$ cat config.mk
export PLATFORM = sky130hd
export DESIGN_NAME = ifsb_top
export DESIGN_NICKNAME = d
export VERILOG_FILES = /design/src/verilog/ifsb_pkg.sv /design/src/verilog/ifsb_flag_reg.sv /design/src/verilog/ifsb_top.sv
export VERILOG_INCLUDE_DIRS = /design/src /design/src/verilog
export SDC_FILE = /design/constraint.sdc
export NUM_CORES = 1
export LEC_CHECK = 0
export BUFFER_PORTS_ARGS = -buffer_cell sky130_fd_sc_hd__buf_2
export CORE_UTILIZATION = 45
export CTS_BUF_LIST = sky130_fd_sc_hd__clkbuf_8
export CTS_CLUSTER_SIZE = 16
export DETAILED_ROUTE_END_ITERATION = 12
export PLACE_DENSITY = 0.75
export SYNTH_ARGS = -nofsm -noshare
export SYNTH_HDL_FRONTEND = slang
export SYNTH_SLANG_ARGS = --single-unit
$ cat constraint.sdc
create_clock -name clk_i -period 1.8 [get_ports clk_i]
set_clock_uncertainty 0.2 [all_clocks]
set_input_delay 0 -clock clk_i [delete_from_list [all_inputs] [get_ports clk_i]]
set_output_delay 0 -clock clk_i [all_outputs]
set_load 0.01 [all_outputs]
$ cat src/verilog/ifsb_params.svh
// Offsets, field positions, masks and reset values of the interrupt flag bank.
`ifndef IFSB_PARAMS_SVH
`define IFSB_PARAMS_SVH

// ----------------------------------------------------------------------------
// Register byte offsets on the bus
// ----------------------------------------------------------------------------
`define IFSB_OFF_FLAGS0 8'h00
`define IFSB_OFF_FLAGS1 8'h04
`define IFSB_OFF_FLAGS2 8'h08
`define IFSB_OFF_FLAGS3 8'h0c
`define IFSB_OFF_EN0 8'h10
`define IFSB_OFF_EN1 8'h14
`define IFSB_OFF_EN2 8'h18
`define IFSB_OFF_EN3 8'h1c
`define IFSB_OFF_EVT_STAT 8'h20
`define IFSB_OFF_EVT_CLR 8'h24
`define IFSB_OFF_EVT_EN 8'h28

// ----------------------------------------------------------------------------
// Implemented bit masks and reset values
// ----------------------------------------------------------------------------
`define IFSB_MASK0 16'hb9ef
`define IFSB_MASK1 16'hf85f
`define IFSB_MASK2 16'h0200
`define IFSB_MASK3 16'h4006
`define IFSB_FLAG_RST 16'h0000
`define IFSB_EN_RST 16'h0000
`define IFSB_EVT_RST 4'h0

// ----------------------------------------------------------------------------
// Flag positions, first flag register
// ----------------------------------------------------------------------------
`define IFSB_B_MEM_PROG 15
`define IFSB_B_CONV_DONE 13
`define IFSB_B_SER_A_TX 12
`define IFSB_B_SER_A_RX 11
`define IFSB_B_CC_TMR_B 8
`define IFSB_B_CC_TMR_A 7
`define IFSB_B_CC_EVT_D 6
`define IFSB_B_CC_EVT_C 5
`define IFSB_B_TIMER_ONE 3
`define IFSB_B_CC_EVT_B 2
`define IFSB_B_CC_EVT_A 1
`define IFSB_B_EXT_ZERO 0

// ----------------------------------------------------------------------------
// Flag positions, second to fourth flag registers
// ----------------------------------------------------------------------------
`define IFSB_B_SER_B_TX 15
`define IFSB_B_SER_B_RX 14
`define IFSB_B_EXT_TWO 13
`define IFSB_B_CC_TMR_D 12
`define IFSB_B_CC_TMR_C 11
`define IFSB_B_CC_EVT_E 6
`define IFSB_B_EXT_ONE 4
`define IFSB_B_PIN_CHG 3
`define IFSB_B_COMPARATOR 2
`define IFSB_B_SYNC_A_COLL 1
`define IFSB_B_SYNC_A_EVT 0
`define IFSB_B_CC_TMR_E 9
`define IFSB_B_CALENDAR 14
`define IFSB_B_SYNC_B_COLL 2
`define IFSB_B_SYNC_B_EVT 1

`endif

$ cat src/verilog/ifsb_pkg.sv
// Types and helper functions shared by the interrupt flag bank.
`default_nettype none
package ifsb_pkg;

  // One 16-bit flag or enable word.
  typedef logic [15:0] ifsb_word_t;

  // Bus slave states: idle, then one cycle of acknowledge.
  typedef enum logic {
    IFSB_IDLE = 1'b0,
    IFSB_ACK = 1'b1
  } ifsb_bus_state_t;

  // Expands the two low byte selects into a 16-bit write mask.
  function automatic ifsb_word_t ifsb_lane_mask(input logic [1:0] sel);
    ifsb_lane_mask = {{8{sel[1]}}, {8{sel[0]}}};
  endfunction

endpackage
`default_nettype wire

$ cat src/verilog/ifsb_flag_reg.sv
// One 16-bit interrupt flag register with hardware set and software write.
`timescale 1ns/1ns
`default_nettype none
`include "ifsb_params.svh"
module ifsb_flag_reg
  import ifsb_pkg::*;
#(
  parameter ifsb_word_t IMPL_MASK = 16'hffff
) (
  // Clock and reset.
  input wire logic clk_i,
  input wire logic rst_i,
  // Hardware requests, one bit per source.
  input wire logic [15:0] hw_set_i,
  // Software write port.
  input wire logic wr_i,
  input wire logic [1:0] wr_sel_i,
  input wire logic [15:0] wr_dat_i,
  // Flag state and set report.
  output logic [15:0] flags_o,
  output logic hit_o
);

  logic [15:0] flags_r;
  logic [15:0] flags_nxt;
  logic [15:0] wmask;
  logic [15:0] set_now;
  logic hit_r;

  // ----------------------------------------------------------------------------
  // Next value
  // ----------------------------------------------------------------------------
  // Unimplemented positions are masked out, so they never store a one.
  assign set_now = hw_set_i & IMPL_MASK; // RQ1 RQ4
  assign wmask = wr_i ? ifsb_lane_mask(wr_sel_i) : 16'h0000;
  // The set term is OR-ed last so a request in the clearing cycle is kept.
  assign flags_nxt = (((flags_r & ~wmask) | (wr_dat_i & wmask)) & IMPL_MASK)
    | set_now; // RQ2 RQ12

  // ----------------------------------------------------------------------------
  // State
  // ----------------------------------------------------------------------------
  // Flags clear on reset so nothing is pending after power-up.
  always_ff @(posedge clk_i) begin
    if (rst_i) begin
      flags_r <= `IFSB_FLAG_RST; // RQ3
      hit_r <= 1'b0;
    end else begin
      flags_r <= flags_nxt;
      hit_r <= |set_now;
    end
  end

  assign flags_o = flags_r;
  assign hit_o = hit_r;

endmodule
`default_nettype wire

$ cat src/verilog/ifsb_top.sv
// Interrupt flag status bank with enables, event status and Wishbone slave.
//
// Local design decisions: the address map and the Wishbone interface to the registers.
`timescale 1ns/1ns
`default_nettype none
`include "ifsb_params.svh"
//
// Summary of operation
// (RQ1) A source request sets its flag bit to one; zero means none recorded.
// (RQ2) Every implemented flag is readable and writable by software.
// (RQ3) All flags are zero after reset.
// (RQ4) Unassigned bit positions ignore writes and read zero.
// (RQ5) Register 0 high byte: mem prog 15, conv 13, serial A 12/11, timer B 8.
// (RQ6) Register 0 low byte: timer A 7, events D/C 6/5, timer 3, B/A 2/1, ext 0.
// (RQ7) Register 1: serial B 15/14, ext two 13, timers D 12, C 11.
// (RQ8) Register 1: event E 6, ext one 4, pin 3, comparator 2, sync A 1/0.
// (RQ9) Register 2 holds only the timer E flag at bit 9.
// (RQ10) Register 3: calendar 14, sync B collision 2, sync B event 1.
// (RQ11) A set flag requests the CPU only when its enable bit is one.
// (RQ12) Flags stay set until software writes zero; a coincident set wins.
//
module ifsb_top
  import ifsb_pkg::*;
(
  // Clock and reset.
  input wire logic clk_i,
  input wire logic rst_i,
  // Wishbone classic slave.
  input wire logic wb_cyc_i,
  input wire logic wb_stb_i,
  input wire logic wb_we_i,
  input wire logic [7:0] wb_adr_i,
  input wire logic [3:0] wb_sel_i,
  input wire logic [31:0] wb_dat_i,
  output logic [31:0] wb_dat_o,
  output logic wb_ack_o,
  // Requests of the first flag register's sources.
  input wire logic mem_prog_flag_set_i,
  input wire logic conv_done_flag_set_i,
  input wire logic serial_a_tx_flag_set_i,
  input wire logic serial_a_rx_flag_set_i,
  input wire logic cc_timer_b_flag_set_i,
  input wire logic cc_timer_a_flag_set_i,
  input wire logic cc_event_d_flag_set_i,
  input wire logic cc_event_c_flag_set_i,
  input wire logic timer_one_flag_set_i,
  input wire logic cc_event_b_flag_set_i,
  input wire logic cc_event_a_flag_set_i,
  input wire logic ext_irq_zero_flag_set_i,
  // Requests of the second flag register's sources.
  input wire logic serial_b_tx_flag_set_i,
  input wire logic serial_b_rx_flag_set_i,
  input wire logic ext_irq_two_flag_set_i,
  input wire logic cc_timer_d_flag_set_i,
  input wire logic cc_timer_c_flag_set_i,
  input wire logic cc_event_e_flag_set_i,
  input wire logic ext_irq_one_flag_set_i,
  input wire logic pin_change_flag_set_i,
  input wire logic comparator_flag_set_i,
  input wire logic sync_a_collision_flag_set_i,
  input wire logic sync_a_event_flag_set_i,
  // Requests of the third and fourth flag registers' sources.
  input wire logic cc_timer_e_flag_set_i,
  input wire logic calendar_flag_set_i,
  input wire logic sync_b_collision_flag_set_i,
  input wire logic sync_b_event_flag_set_i,
  // Requests toward the CPU and the summary interrupt.
  output logic [63:0] cpu_req_o,
  output logic irq_o
);

  // ----------------------------------------------------------------------------
  // Declarations
  // ----------------------------------------------------------------------------
  localparam ifsb_word_t MASKS [4] = '{
    `IFSB_MASK0, `IFSB_MASK1, `IFSB_MASK2, `IFSB_MASK3
  };

  ifsb_bus_state_t state_r;
  ifsb_bus_state_t state_nxt;
  logic [31:0] rdat_r;
  logic [63:0] req_r;
  logic irq_r;
  logic [3:0] evt_r;
  logic [3:0] evt_nxt;
  logic [3:0] evt_en_r;
  logic [3:0] hit;
  ifsb_word_t set_vec [4];
  ifsb_word_t flags [4];
  ifsb_word_t en_r [4];
  logic [3:0] flag_wr;
  logic [3:0] en_wr;
  logic req_new;
  logic do_wr;
  logic aligned;
  logic [31:0] rd_mux;
  logic [3:0] evt_clr;
  logic [15:0] en_wmask;

  // ----------------------------------------------------------------------------
  // Source gathering
  // ----------------------------------------------------------------------------
  // First flag register; bit 4 and bits 10..9, 14 have no source.
  always_comb begin
    set_vec[0] = 16'h0000;
    set_vec[0][`IFSB_B_MEM_PROG] = mem_prog_flag_set_i; // RQ5
    set_vec[0][`IFSB_B_CONV_DONE] = conv_done_flag_set_i; // RQ5
    set_vec[0][`IFSB_B_SER_A_TX] = serial_a_tx_flag_set_i; // RQ5
    set_vec[0][`IFSB_B_SER_A_RX] = serial_a_rx_flag_set_i; // RQ5
    set_vec[0][`IFSB_B_CC_TMR_B] = cc_timer_b_flag_set_i; // RQ5
    set_vec[0][`IFSB_B_CC_TMR_A] = cc_timer_a_flag_set_i; // RQ6
    set_vec[0][`IFSB_B_CC_EVT_D] = cc_event_d_flag_set_i; // RQ6
    set_vec[0][`IFSB_B_CC_EVT_C] = cc_event_c_flag_set_i; // RQ6
    set_vec[0][`IFSB_B_TIMER_ONE] = timer_one_flag_set_i; // RQ6
    set_vec[0][`IFSB_B_CC_EVT_B] = cc_event_b_flag_set_i; // RQ6
    set_vec[0][`IFSB_B_CC_EVT_A] = cc_event_a_flag_set_i; // RQ6
    set_vec[0][`IFSB_B_EXT_ZERO] = ext_irq_zero_flag_set_i; // RQ6
  end

  // Second flag register; bits 10..7 and 5 have no source.
  always_comb begin
    set_vec[1] = 16'h0000;
    set_vec[1][`IFSB_B_SER_B_TX] = serial_b_tx_flag_set_i; // RQ7
    set_vec[1][`IFSB_B_SER_B_RX] = serial_b_rx_flag_set_i; // RQ7
    set_vec[1][`IFSB_B_EXT_TWO] = ext_irq_two_flag_set_i; // RQ7
    set_vec[1][`IFSB_B_CC_TMR_D] = cc_timer_d_flag_set_i; // RQ7
    set_vec[1][`IFSB_B_CC_TMR_C] = cc_timer_c_flag_set_i; // RQ7
    set_vec[1][`IFSB_B_CC_EVT_E] = cc_event_e_flag_set_i; // RQ8
    set_vec[1][`IFSB_B_EXT_ONE] = ext_irq_one_flag_set_i; // RQ8
    set_vec[1][`IFSB_B_PIN_CHG] = pin_change_flag_set_i; // RQ8
    set_vec[1][`IFSB_B_COMPARATOR] = comparator_flag_set_i; // RQ8
    set_vec[1][`IFSB_B_SYNC_A_COLL] = sync_a_collision_flag_set_i; // RQ8
    set_vec[1][`IFSB_B_SYNC_A_EVT] = sync_a_event_flag_set_i; // RQ8
  end

  // Third and fourth flag registers are sparse.
  always_comb begin
    set_vec[2] = 16'h0000;
    set_vec[2][`IFSB_B_CC_TMR_E] = cc_timer_e_flag_set_i; // RQ9
    set_vec[3] = 16'h0000;
    set_vec[3][`IFSB_B_CALENDAR] = calendar_flag_set_i; // RQ10
    set_vec[3][`IFSB_B_SYNC_B_COLL] = sync_b_collision_flag_set_i; // RQ10
    set_vec[3][`IFSB_B_SYNC_B_EVT] = sync_b_event_flag_set_i; // RQ10
  end

  // ----------------------------------------------------------------------------
  // Bus decode
  // ----------------------------------------------------------------------------
  // A request is served once: the write lands on the edge that raises ack.
  assign req_new = wb_cyc_i && wb_stb_i && (state_r == IFSB_IDLE);
  assign do_wr = req_new && wb_we_i;
  assign aligned = (wb_adr_i[1:0] == 2'b00);

  // One strobe per writable register; misaligned addresses write nothing.
  assign flag_wr[0] = do_wr && (wb_adr_i == `IFSB_OFF_FLAGS0); // RQ2
  assign flag_wr[1] = do_wr && (wb_adr_i == `IFSB_OFF_FLAGS1); // RQ2
  assign flag_wr[2] = do_wr && (wb_adr_i == `IFSB_OFF_FLAGS2); // RQ2
  assign flag_wr[3] = do_wr && (wb_adr_i == `IFSB_OFF_FLAGS3); // RQ2
  assign en_wr[0] = do_wr && (wb_adr_i == `IFSB_OFF_EN0);
  assign en_wr[1] = do_wr && (wb_adr_i == `IFSB_OFF_EN1);
  assign en_wr[2] = do_wr && (wb_adr_i == `IFSB_OFF_EN2);
  assign en_wr[3] = do_wr && (wb_adr_i == `IFSB_OFF_EN3);
  assign en_wmask = ifsb_lane_mask(wb_sel_i[1:0]);

  // The clear register is write-only; a one in a selected lane clears.
  assign evt_clr = (do_wr && (wb_adr_i == `IFSB_OFF_EVT_CLR) && wb_sel_i[0])
    ? wb_dat_i[3:0] : 4'h0;

  // Read selection; unmapped or misaligned addresses return zero.
  assign rd_mux =
    !aligned ? 32'h0000_0000 :
    (wb_adr_i == `IFSB_OFF_FLAGS0) ? {16'h0000, flags[0]} :
    (wb_adr_i == `IFSB_OFF_FLAGS1) ? {16'h0000, flags[1]} :
    (wb_adr_i == `IFSB_OFF_FLAGS2) ? {16'h0000, flags[2]} :
    (wb_adr_i == `IFSB_OFF_FLAGS3) ? {16'h0000, flags[3]} :
    (wb_adr_i == `IFSB_OFF_EN0) ? {16'h0000, en_r[0]} :
    (wb_adr_i == `IFSB_OFF_EN1) ? {16'h0000, en_r[1]} :
    (wb_adr_i == `IFSB_OFF_EN2) ? {16'h0000, en_r[2]} :
    (wb_adr_i == `IFSB_OFF_EN3) ? {16'h0000, en_r[3]} :
    (wb_adr_i == `IFSB_OFF_EVT_STAT) ? {28'h0000000, evt_r} :
    (wb_adr_i == `IFSB_OFF_EVT_EN) ? {28'h0000000, evt_en_r} :
    32'h0000_0000;

  // ----------------------------------------------------------------------------
  // Bus state machine
  // ----------------------------------------------------------------------------
  // Ack lasts exactly one cycle, then the slave idles for one cycle at least.
  always_comb begin
    case (state_r)
      IFSB_IDLE: begin
        state_nxt = req_new ? IFSB_ACK : IFSB_IDLE;
      end
      IFSB_ACK: begin
        state_nxt = IFSB_IDLE;
      end
      default: begin
        state_nxt = IFSB_IDLE;
      end
    endcase
  end

  // Read data is captured together with a read ack and held until the next read.
  always_ff @(posedge clk_i) begin
    if (rst_i) begin
      state_r <= IFSB_IDLE;
      rdat_r <= 32'h0000_0000;
    end else begin
      state_r <= state_nxt;
      if (req_new && !wb_we_i) begin
        rdat_r <= rd_mux;
      end
    end
  end

  // ----------------------------------------------------------------------------
  // Flag registers and enables
  // ----------------------------------------------------------------------------
  genvar gi;
  generate
    for (gi = 0; gi < 4; gi++) begin : g_bank
      ifsb_flag_reg #(
        .IMPL_MASK(MASKS[gi])
      ) u_flags (
        .clk_i(clk_i),
        .rst_i(rst_i),
        .hw_set_i(set_vec[gi]),
        .wr_i(flag_wr[gi]),
        .wr_sel_i(wb_sel_i[1:0]),
        .wr_dat_i(wb_dat_i[15:0]),
        .flags_o(flags[gi]),
        .hit_o(hit[gi])
      );

      // Enables share the flag layout; unused positions stay zero.
      always_ff @(posedge clk_i) begin
        if (rst_i) begin
          en_r[gi] <= `IFSB_EN_RST;
        end else if (en_wr[gi]) begin
          en_r[gi] <= ((en_r[gi] & ~en_wmask) | (wb_dat_i[15:0] & en_wmask))
            & MASKS[gi]; // RQ4
        end
      end

      // Gating adds one cycle of latency but keeps the output glitch free.
      always_ff @(posedge clk_i) begin
        if (rst_i) begin
          req_r[gi*16 +: 16] <= 16'h0000;
        end else begin
          req_r[gi*16 +: 16] <= flags[gi] & en_r[gi]; // RQ11
        end
      end
    end
  endgenerate

  // ----------------------------------------------------------------------------
  // Event status and summary interrupt
  // ----------------------------------------------------------------------------
  // A new set of any flag in register n marks status bit n; the set wins.
  assign evt_nxt = (evt_r & ~evt_clr) | hit; // RQ12

  always_ff @(posedge clk_i) begin
    if (rst_i) begin
      evt_r <= `IFSB_EVT_RST;
      evt_en_r <= `IFSB_EVT_RST;
      irq_r <= 1'b0;
    end else begin
      evt_r <= evt_nxt;
      if (do_wr && (wb_adr_i == `IFSB_OFF_EVT_EN) && wb_sel_i[0]) begin
        evt_en_r <= wb_dat_i[3:0];
      end
      irq_r <= |(evt_r & evt_en_r);
    end
  end

  // ----------------------------------------------------------------------------
  // Outputs
  // ----------------------------------------------------------------------------
  assign wb_ack_o = (state_r == IFSB_ACK);
  assign wb_dat_o = rdat_r;
  assign cpu_req_o = req_r;
  assign irq_o = irq_r;

endmodule
`default_nettype wire
=== Word-level counts from Yosys, hierarchy flattened ===
Memories as Yosys holds them, arrays and structs flattened.
Cells that the tools add are included.

* Memories kept: 1
* Memory bits (writable): 60
* Output and inout bits: 98
* Register bits after elaboration: 167
* Word-level logic and storage cells: 130
* Input port bits: 76

* Reductions and logical operators: 23
* Eq/ne operators: 10
* Bitwise gates (word level): 43
* Muxes and demuxes: 36

{| class="wikitable"
|+ Memory list
! name !! depth !! bits a word !! rd ports !! clocked after memory_dff !! wr ports !! line !! source
|-
| en_r || 4 || 15 || 4 || 0 || 4 || ifsb_top.sv:90 || <nowiki>ifsb_word_t en_r [4];</nowiki>
|}

{| class="wikitable"
|+ Operators by type and width
! kind !! number
|-
| 16-bit 2-to-1 mux || 11
|-
| 16-bit bitwise AND || 9
|-
| 16-bit OR || 6
|-
| 15-bit 2-to-1 mux || 5
|-
| 16-bit inverter || 3
|-
| 15-bit bitwise AND || 3
|-
| 15-bit OR || 3
|-
| 8-bit by 5-bit == test with 1-bit output (second input constant) || 4
|-
| 10-bit bitwise AND || 3
|-
| 10-bit OR || 3
|-
| 8-bit by 6-bit == test with 1-bit output (second input constant) || 3
|-
| 10-bit by 16-bit bitwise AND with 16-bit output || 1
|-
| 15-bit by 16-bit bitwise AND with 16-bit output || 1
|-
| 8-bit by 4-bit == test with 1-bit output (second input constant) || 2
|-
| 1-bit logical AND || 16
|-
| 1-bit 2-to-1 mux || 15
|-
| 15-bit inverter || 1
|-
| 4-bit 2-to-1 mux || 3
|-
| 12-bit OR reduction || 1
|-
| 11-bit OR reduction || 1
|-
| 10-bit 2-to-1 mux || 1
|-
| 10-bit inverter || 1
|-
| 4-bit bitwise AND || 2
|-
| 8-bit by 3-bit == test with 1-bit output (second input constant) || 1
|-
| other kinds (10) || 13
|}

=== Logic depth before layout (Yosys ltp) ===
Gate-level depths: netlist of the first run.

* Depth in word-level cells: 12
* Depth in mapped cells: 7
* Mapped depth without buffers: 5

=== By module ===
Synthesis of the first run repeated with hierarchy kept, for this count alone.

* Cell total of the unflattened synthesis: 723
* Area total of the unflattened synthesis: 6356.1 um^2

{| class="wikitable"
|+ Modules (own cells, without submodules)
! module !! cells an instance !! sequential area each (um^2) !! area an instance (um^2) !! times used
|-
| ifsb_top || 526 || 1871.8 || 4642.0 || 1
|-
| ifsb_flag_reg at g_bank[0].u_flags || 75 || 260.2 || 661.9 || 1
|-
| ifsb_flag_reg at g_bank[1].u_flags || 71 || 240.2 || 619.3 || 1
|-
| ifsb_flag_reg at g_bank[3].u_flags || 29 || 80.1 || 250.2 || 1
|-
| ifsb_flag_reg at g_bank[2].u_flags || 22 || 40.0 || 182.7 || 1
|}

=== Worst setup path after synthesis of the first run ===
Ideal clock, no wire load.

* Path kind: register -> register
* Start: register state_r, in the netlist wb_ack_o
* End: memory en_r[0][0] (netlist bit) (enable)
* Data arrival time: 1.346 ns
* Setup time: 0.383 ns
* Stages on the path, launching flop included: 3
* Buffers on the path: 0
* Clock period less this slack: 1.930 ns
* Required time: 1.217 ns
* Path slack: -0.130 ns
* Path through: dfxtp_1 -> nand4b_1 -> o21bai_1

{| class="wikitable"
|+ RTL lines
! what !! line !! source
|-
| start, declared || ifsb_top.sv:79 || <nowiki>ifsb_bus_state_t state_r;</nowiki>
|-
| start signal, assigned || ifsb_top.sv:208 || <nowiki>state_r <= state_nxt;</nowiki>
|-
| end, declared || ifsb_top.sv:90 ||
|}

==> results of run 1 <==
[sequential cells by signal, indices dropped and copies added (netlist names)]
register and count:
evt_en_r 4, g_bank.u_flags.flags_o 27, cpu_req_o 27, irq_o 1, wb_dat_o 15, evt_r 4
wb_ack_o 1, en_r 27, g_bank.u_flags.hit_o 4
[logic make-up (layout without fill, tap and decap cells)]
| logic type | Yosys count | count (layout) | synth area share (%) |
|---|---|---|---|
| buffers and inverters | 111 | 262 | 12.2 |
| multiplexers | 38 | 38 | 7.37 |
| XOR/XNOR | 1 | 1 | 0.169 |
| AND/OR/NAND/NOR | 193 | 193 | 17.7 |
| flip-flops | 110 | 110 | 47.6 |
| AO/OA/AOI/OAI | 125 | 125 | 14.9 |
| other | 1 | 54 | 0.0722 |
[worst max-delay path, delay by kind of cell, from the launching register on]
family          cells  cell delay (ns)
buf+inv             2             0.37
compound gates      1             0.13
flops               1             0.34
simple gates        2             0.57
[power breakdown]
group / switching (mW) / internal [mW]
Sequential: 0.0748 / 2.62
Clock: 0.913 / 0.806
Combinational: 0.380 / 0.286
Total: 1.37 / 3.71
[stage by stage]
stage	setup TNS, ns	instances	hold WS, ns	cell area, sq um
2_1_floorplan	0	632	-0.0748	5400
3_3_place_gp	-3.42	848	0.0375	6010
3_5_place_dp	-2.74	848	0.0393	6010
4_1_cts	-0.0903	921	0.0111	6840
5_1_grt	-0.0673	923	0.0728	6950
6_report	0	923	0.0387	6950
[Yosys cell counts (all sizes together), types with 3 or more instances]
| library cell | n | area [sq um] |
|---|---|---|
| nand3 | 9 | 45.0 |
| nor2 | 54 | 210 |
| a22oi | 9 | 67.6 |
| a22o | 6 | 52.6 |
| a31oi | 3 | 18.8 |
| inv | 29 | 109 |
| edfxtp | 27 | 811 |
| nor3 | 13 | 70.1 |
| o21ai | 14 | 70.1 |
| nor4b | 4 | 53.8 |
| nand2 | 84 | 318 |
| o22ai | 3 | 18.8 |
| o32ai | 4 | 35.0 |
| clkbuf | 20 | 75.1 |
| a21oi | 65 | 325 |
| a221oi | 6 | 52.6 |
| nor4 | 10 | 77.6 |
| mux2i | 36 | 360 |
| buf | 62 | 450 |
| dfxtp | 83 | 1660 |
[layout make-up]
cell class / instances / share of cell area [%]
sequential: 110 / 35.6
multi-input combinational: 411 / 34.6
timing repair buffer: 217 / 22.3
tap: 140 / 2.52
clock buffer: 9 / 1.78
clock inverter: 7 / 1.57
inverter: 29 / 1.57
[final timing paths]
path                                     to        start  slack, ns  cells after the start
worst min register to register  wb_dat_o[9]  wb_dat_o[9]       0.27                      2
worst max register to register   en_r[0][3]     wb_ack_o       0.05                      5
worst max-delay path             en_r[0][3]     wb_ack_o       0.05                      5
worst min-delay path            wb_dat_o[5]     wb_cyc_i       0.04                      6
[placed cells by master (no fill, tap or decap), drive strengths merged, types with 3 or more instances in the layout]
| master | count |
|---|---|
| o22ai | 3 |
| a31oi | 3 |
| nor4 | 10 |
| a21oi | 65 |
| a221oi | 6 |
| buf | 161 |
| clkbuf | 9 |
| conb | 54 |
| dlygate4sd3 | 56 |
| edfxtp | 27 |
| nor2 | 54 |
| nor4b | 4 |
| o32ai | 4 |
| mux2i | 36 |
| dfxtp | 83 |
| a22oi | 9 |
| a22o | 6 |
| o21ai | 14 |
| nand3 | 9 |
| inv | 30 |
| nor3 | 13 |
| nand2 | 84 |
| clkinv | 4 |
[timing repair]
action	in CTS	in global routing
cloned	0	0
pin swaps	1	4
hold buffers	56	0
setup buffers	1	2
resized for setup	5	22
setup endpoints to repair	23	67
hold endpoints to repair	86	0
[per-layer routing]
layer	wire (um)	vias to the layer above	global-route usage, %
met4	589	0	13.9
met3	1180	41	3.85
met1	6810	2424	36.6
li1	-	2312	-
met2	8200	281	47.2
met5	0	-	0
==> run_results.csv, run 1 <==
group,metric,value,unit
synth,ys_ff_latch,110,
worst_setup_path,path_common_cell,"buf_6",
placement,dp_hpwl,11900,um
die,io_pins,174,
sta,grt_setup_unrepaired,"yes",
route,drc_errors,0,
route,routed_wl,16800,um
route,ant_nets,0,
worst_hold_path,hold_class,"in2reg",
route,wl_per_cell,18.2,um
worst_setup_path,cp-end-kind,"flip-flop",
die,die_area,0.0120,sq mm
route,drtPass1Iterations,5,
route,drtIter0Drc,419,
die,die_w,109,um
synth,ys_warn_count,0,
sta,max-slew-margin-rel,66.6,%
die,die_h,109,um
synth,synth.avg_cell_area,8.98,sq um
clock_tree,htree_levels,3,
clock_tree,clk_pin_slew,0.11,ns
cells_and_area,fin_nets,854,
cells_and_area,multi_input_area,0.00241,sq mm
cells_and_area,drive_above_1_share,26.3,%
sta,layout_min_cycle_time,1.75,ns
worst_setup_path,start_kind,"flip-flop",
route,vias,5058,
cells_and_area,nFillCells,902,
global_route,antenna_found_initial,0,
placement,gp_congestion,0.915,
power,total_power,5.08,mW
synth,ys_types,54,
clock_tree,clock_latency,0.38,ns
synth,synth-edff-count,27,
sta,tightest_slew,0.494,ns
clock_tree,clockBufferDepth,2,
die,start_util,47.1,%
worst_setup_path,crit_chain,"nand4b_1 -> buf_6 -> or3_1 -> buf_6 -> a21oi_1",
worst_setup_path,worstPathMaxFanout,12,
cells_and_area,utilization,63.0,%
sta,report.final.setup_viol,0,
placement,pre_cts_ws,-0.130,ns
status,status,"completed",
global_route,grt-ovfl-total,0,
worst_setup_path,worst-setup-path-type,"reg2reg",
sta,setup_slack,0.0497,ns
run,maxCapViolCount,0,
synth,synthCells,579,
power,p_leak,3.26,nW
die,core_region_area,0.0110,sq mm
global_route,grt_pass1_wl,25400,um
cells_and_area,area_delta_synth_final,33.7,%
clock_tree,clkSinkCount,110,
synth,synth_area,0.00520,sq mm
worst_setup_path,required,1.85,ns
placement,port_buffers,100,
worst_setup_path,critPathMaxStageDelay,0.36,ns
cells_and_area,diodes,0,
route,vias_per_cell,5.48,
die,rows,38,
global_route,grt_pass1_vias,4866,
clock_tree,cts_inserted_buffers,9,
sta,hold_viol_final,0,
clock_tree,cts_tree,"done",
sta,period_share,97.2,%
sta,fmax,0.571,GHz
power,power_density,731,mW/mm^2
cells_and_area,seqCellArea,0.00247,sq mm
sta,maxSlewViolCount,0,
synth,seq_area_frac_synth,47.6,%
synth,synthArstFlopShare,0,%
clock_tree,cts_root_buf,"clkbuf_8",
power,vdd_drop_max,0.513,mV
worst_setup_path,critPathSlowestCell,"or3_1",
synth,synthFlopType,"dfxtp_1",
global_route,grt_max_degree,29,
worst_setup_path,critPathArrivalTime,1.80,ns
global_route,track_usage,28.5,%
Power figures use the tool's default switching activity.
==> run 2, diff against run 1 <==
--- a/config.mk
+++ b/config.mk
@@ -7,6 +7,7 @@
 export NUM_CORES = 1
 export LEC_CHECK = 0
 export BUFFER_PORTS_ARGS = -buffer_cell sky130_fd_sc_hd__buf_2
+export CORE_ASPECT_RATIO = 0.5
 export CORE_UTILIZATION = 45
 export CTS_BUF_LIST = sky130_fd_sc_hd__clkbuf_8
 export CTS_CLUSTER_SIZE = 16
==> run_results.csv, run 2 (synthesized netlist as in run 1, its figures left out) <==
group,metric,value,unit
route,wl_per_cell,17.9,um
cells_and_area,diodes,0,
worst_setup_path,start_kind,"flip-flop",
sta,tightest_slew,0.503,ns
placement,dp_cells,858,
sta,hold_viol_final,0,
global_route,met3_usage,7.43,%
worst_setup_path,required,1.84,ns
route,drc_errors,0,
placement,pre_cts_ws,-0.177,ns
cells_and_area,final_cell_mix,"100 x buf_2, 82 x dfxtp_1, 81 x nand2_1, 65 x a21oi_1, 58 x buf_4",
clock_tree,cts_inserted_buffers,9,
die,rows,27,
global_route,top_usage_layer,"met2",
die,start_util,46.8,%
global_route,grt_pass1_wl,25500,um
status,status,"completed",
route,ant_nets,0,
route,vias_per_cell,5.43,
sta,grt_setup_unrepaired,"yes",
die,die_area,0.0120,sq mm
worst_setup_path,worst-setup-path-type,"reg2reg",
cells_and_area,fin_cells,930,
route,drtIter0Drc,518,
worst_setup_path,cp-end-kind,"flip-flop",
placement,port_buffers,100,
clock_tree,htree_levels,3,
global_route,grt-ovfl-total,0,
worst_setup_path,worstRegToRegCells,6,
global_route,track_usage,28.3,%
clock_tree,cts_root_buf,"clkbuf_8",
worst_setup_path,critPathArrivalTime,1.84,ns
route,drtPass1Iterations,5,
global_route,grt_max_degree,35,
placement,placed_cell_area,0.00610,sq mm
cells_and_area,final_common_cell,"buf_2",
clock_tree,clkSinkCount,110,
global_route,grt_pass1_vias,4773,
placement,dp_hpwl,11700,um
clock_tree,clock_latency,0.39,ns
sta,period_share,100,%
clock_tree,cts_tree,"done",
global_route,antenna_found_initial,0,
clock_tree,clk_pin_slew,0.11,ns
sta,layout_min_cycle_time,1.80,ns
sta,maxSlewViolCount,0,
worst_setup_path,worstPathMaxFanout,7,
die,die_h,78.0,um
die,die_w,154,um
clock_tree,clockBufferDepth,2,
worst_hold_path,min_path_cells,6,
route,vias,5046,
power,vdd_drop_max,0.348,mV
route,routed_wl,16600,um
sta,setup_slack,0.000139,ns
placement,gp_congestion,0.950,
global_route,gr-usage-met2,45.3,%
cells_and_area,utilization,62.0,%
worst_hold_path,hold_class,"in2reg",
die,io_pins,174,
run,maxCapViolCount,0,
cells_and_area,area_delta_synth_final,32.5,%
sta,fmax,0.556,GHz
sta,max-slew-margin-rel,66.1,%
global_route,gr-usage-met1,37.0,%
sta,report.final.setup_viol,0,
cells_and_area,final_area,0.00689,sq mm
cells_and_area,drive_above_1_share,25.7,%
die,core_region_area,0.0111,sq mm
power,power_density,691,mW/mm^2
power,p_leak,3.23,nW
cells_and_area,fin_nets,856,
[run 2: changes by cell type in the layout (fill, tap and decap cells not counted), sizes merged]
cell         change
inv              +2
buf              +3
clkinv           -1
dlygate4sd3      -1
bufinv           -2
clkinvlp         +1
[run 2: routing by layer]
layer	routed length [um]	part of all wire, %	up-vias
met5	0	0	-
li1	-	-	2312
met3	1720	10	39
met1	7030	42	2366
met4	361	2.2	0
met2	7500	45	329
[run 2: final cells by class]
class | instances | area (sq um)
Multi-Input combinational cell | 411 | 2350
Timing Repair Buffer | 219 | 1600
Clock buffer | 9 | 124
Tap cell | 145 | 181
Sequential cell | 110 | 2470
Inverter | 29 | 109
Fill cell | 918 | 4230
Clock inverter | 7 | 48.8
[run 2: per-stage QoR]
step	total power [mW]	hold slack, ns	setup TNS (ns)
3_5_place_dp	3.29	0.0446	-4.10
5_1_grt	4.91	0.0410	-0.335
2_1_floorplan	3.09	-0.0748	0
3_3_place_gp	3.28	0.0351	-3.00
4_1_cts	4.73	0.00621	-0.233
6_report	4.76	0.0131	0
[run 2: worst paths after layout]
path / slack, ns / end / start
setup reg to reg: 0.0001 / en_r[3][13] / wb_ack_o
setup / recovery: 0.0001 / en_r[3][13] / wb_ack_o
hold / removal: 0.01 / wb_dat_o[8] / wb_cyc_i
hold reg to reg: 0.25 / wb_ack_o / wb_ack_o
[run 2: repair_timing]
action,in CTS,in global routing
hold buffers,56,0
hold endpoints to repair,98,0
endpoints found under the setup margin,11,52
pin swaps,1,2
setup buffers,1,0
resized for setup,5,11
[run 2: report_power, final]
part,total (mW),switching [mW],internal (mW),leakage (nW)
logic,0.660,0.368,0.292,2.18
registers,2.70,0.0776,2.62,0.961
clock network,1.40,0.891,0.510,0.0904
[run 2: critical path, cell delays in order, from the launching register on]
cell and delay (ns):
dfxtp_2 0.35, nand4b_1 0.18, buf_6 0.17, nor3_2 0.19, buf_4 0.15, nand4_1 0.20
a21oi_1 0.21
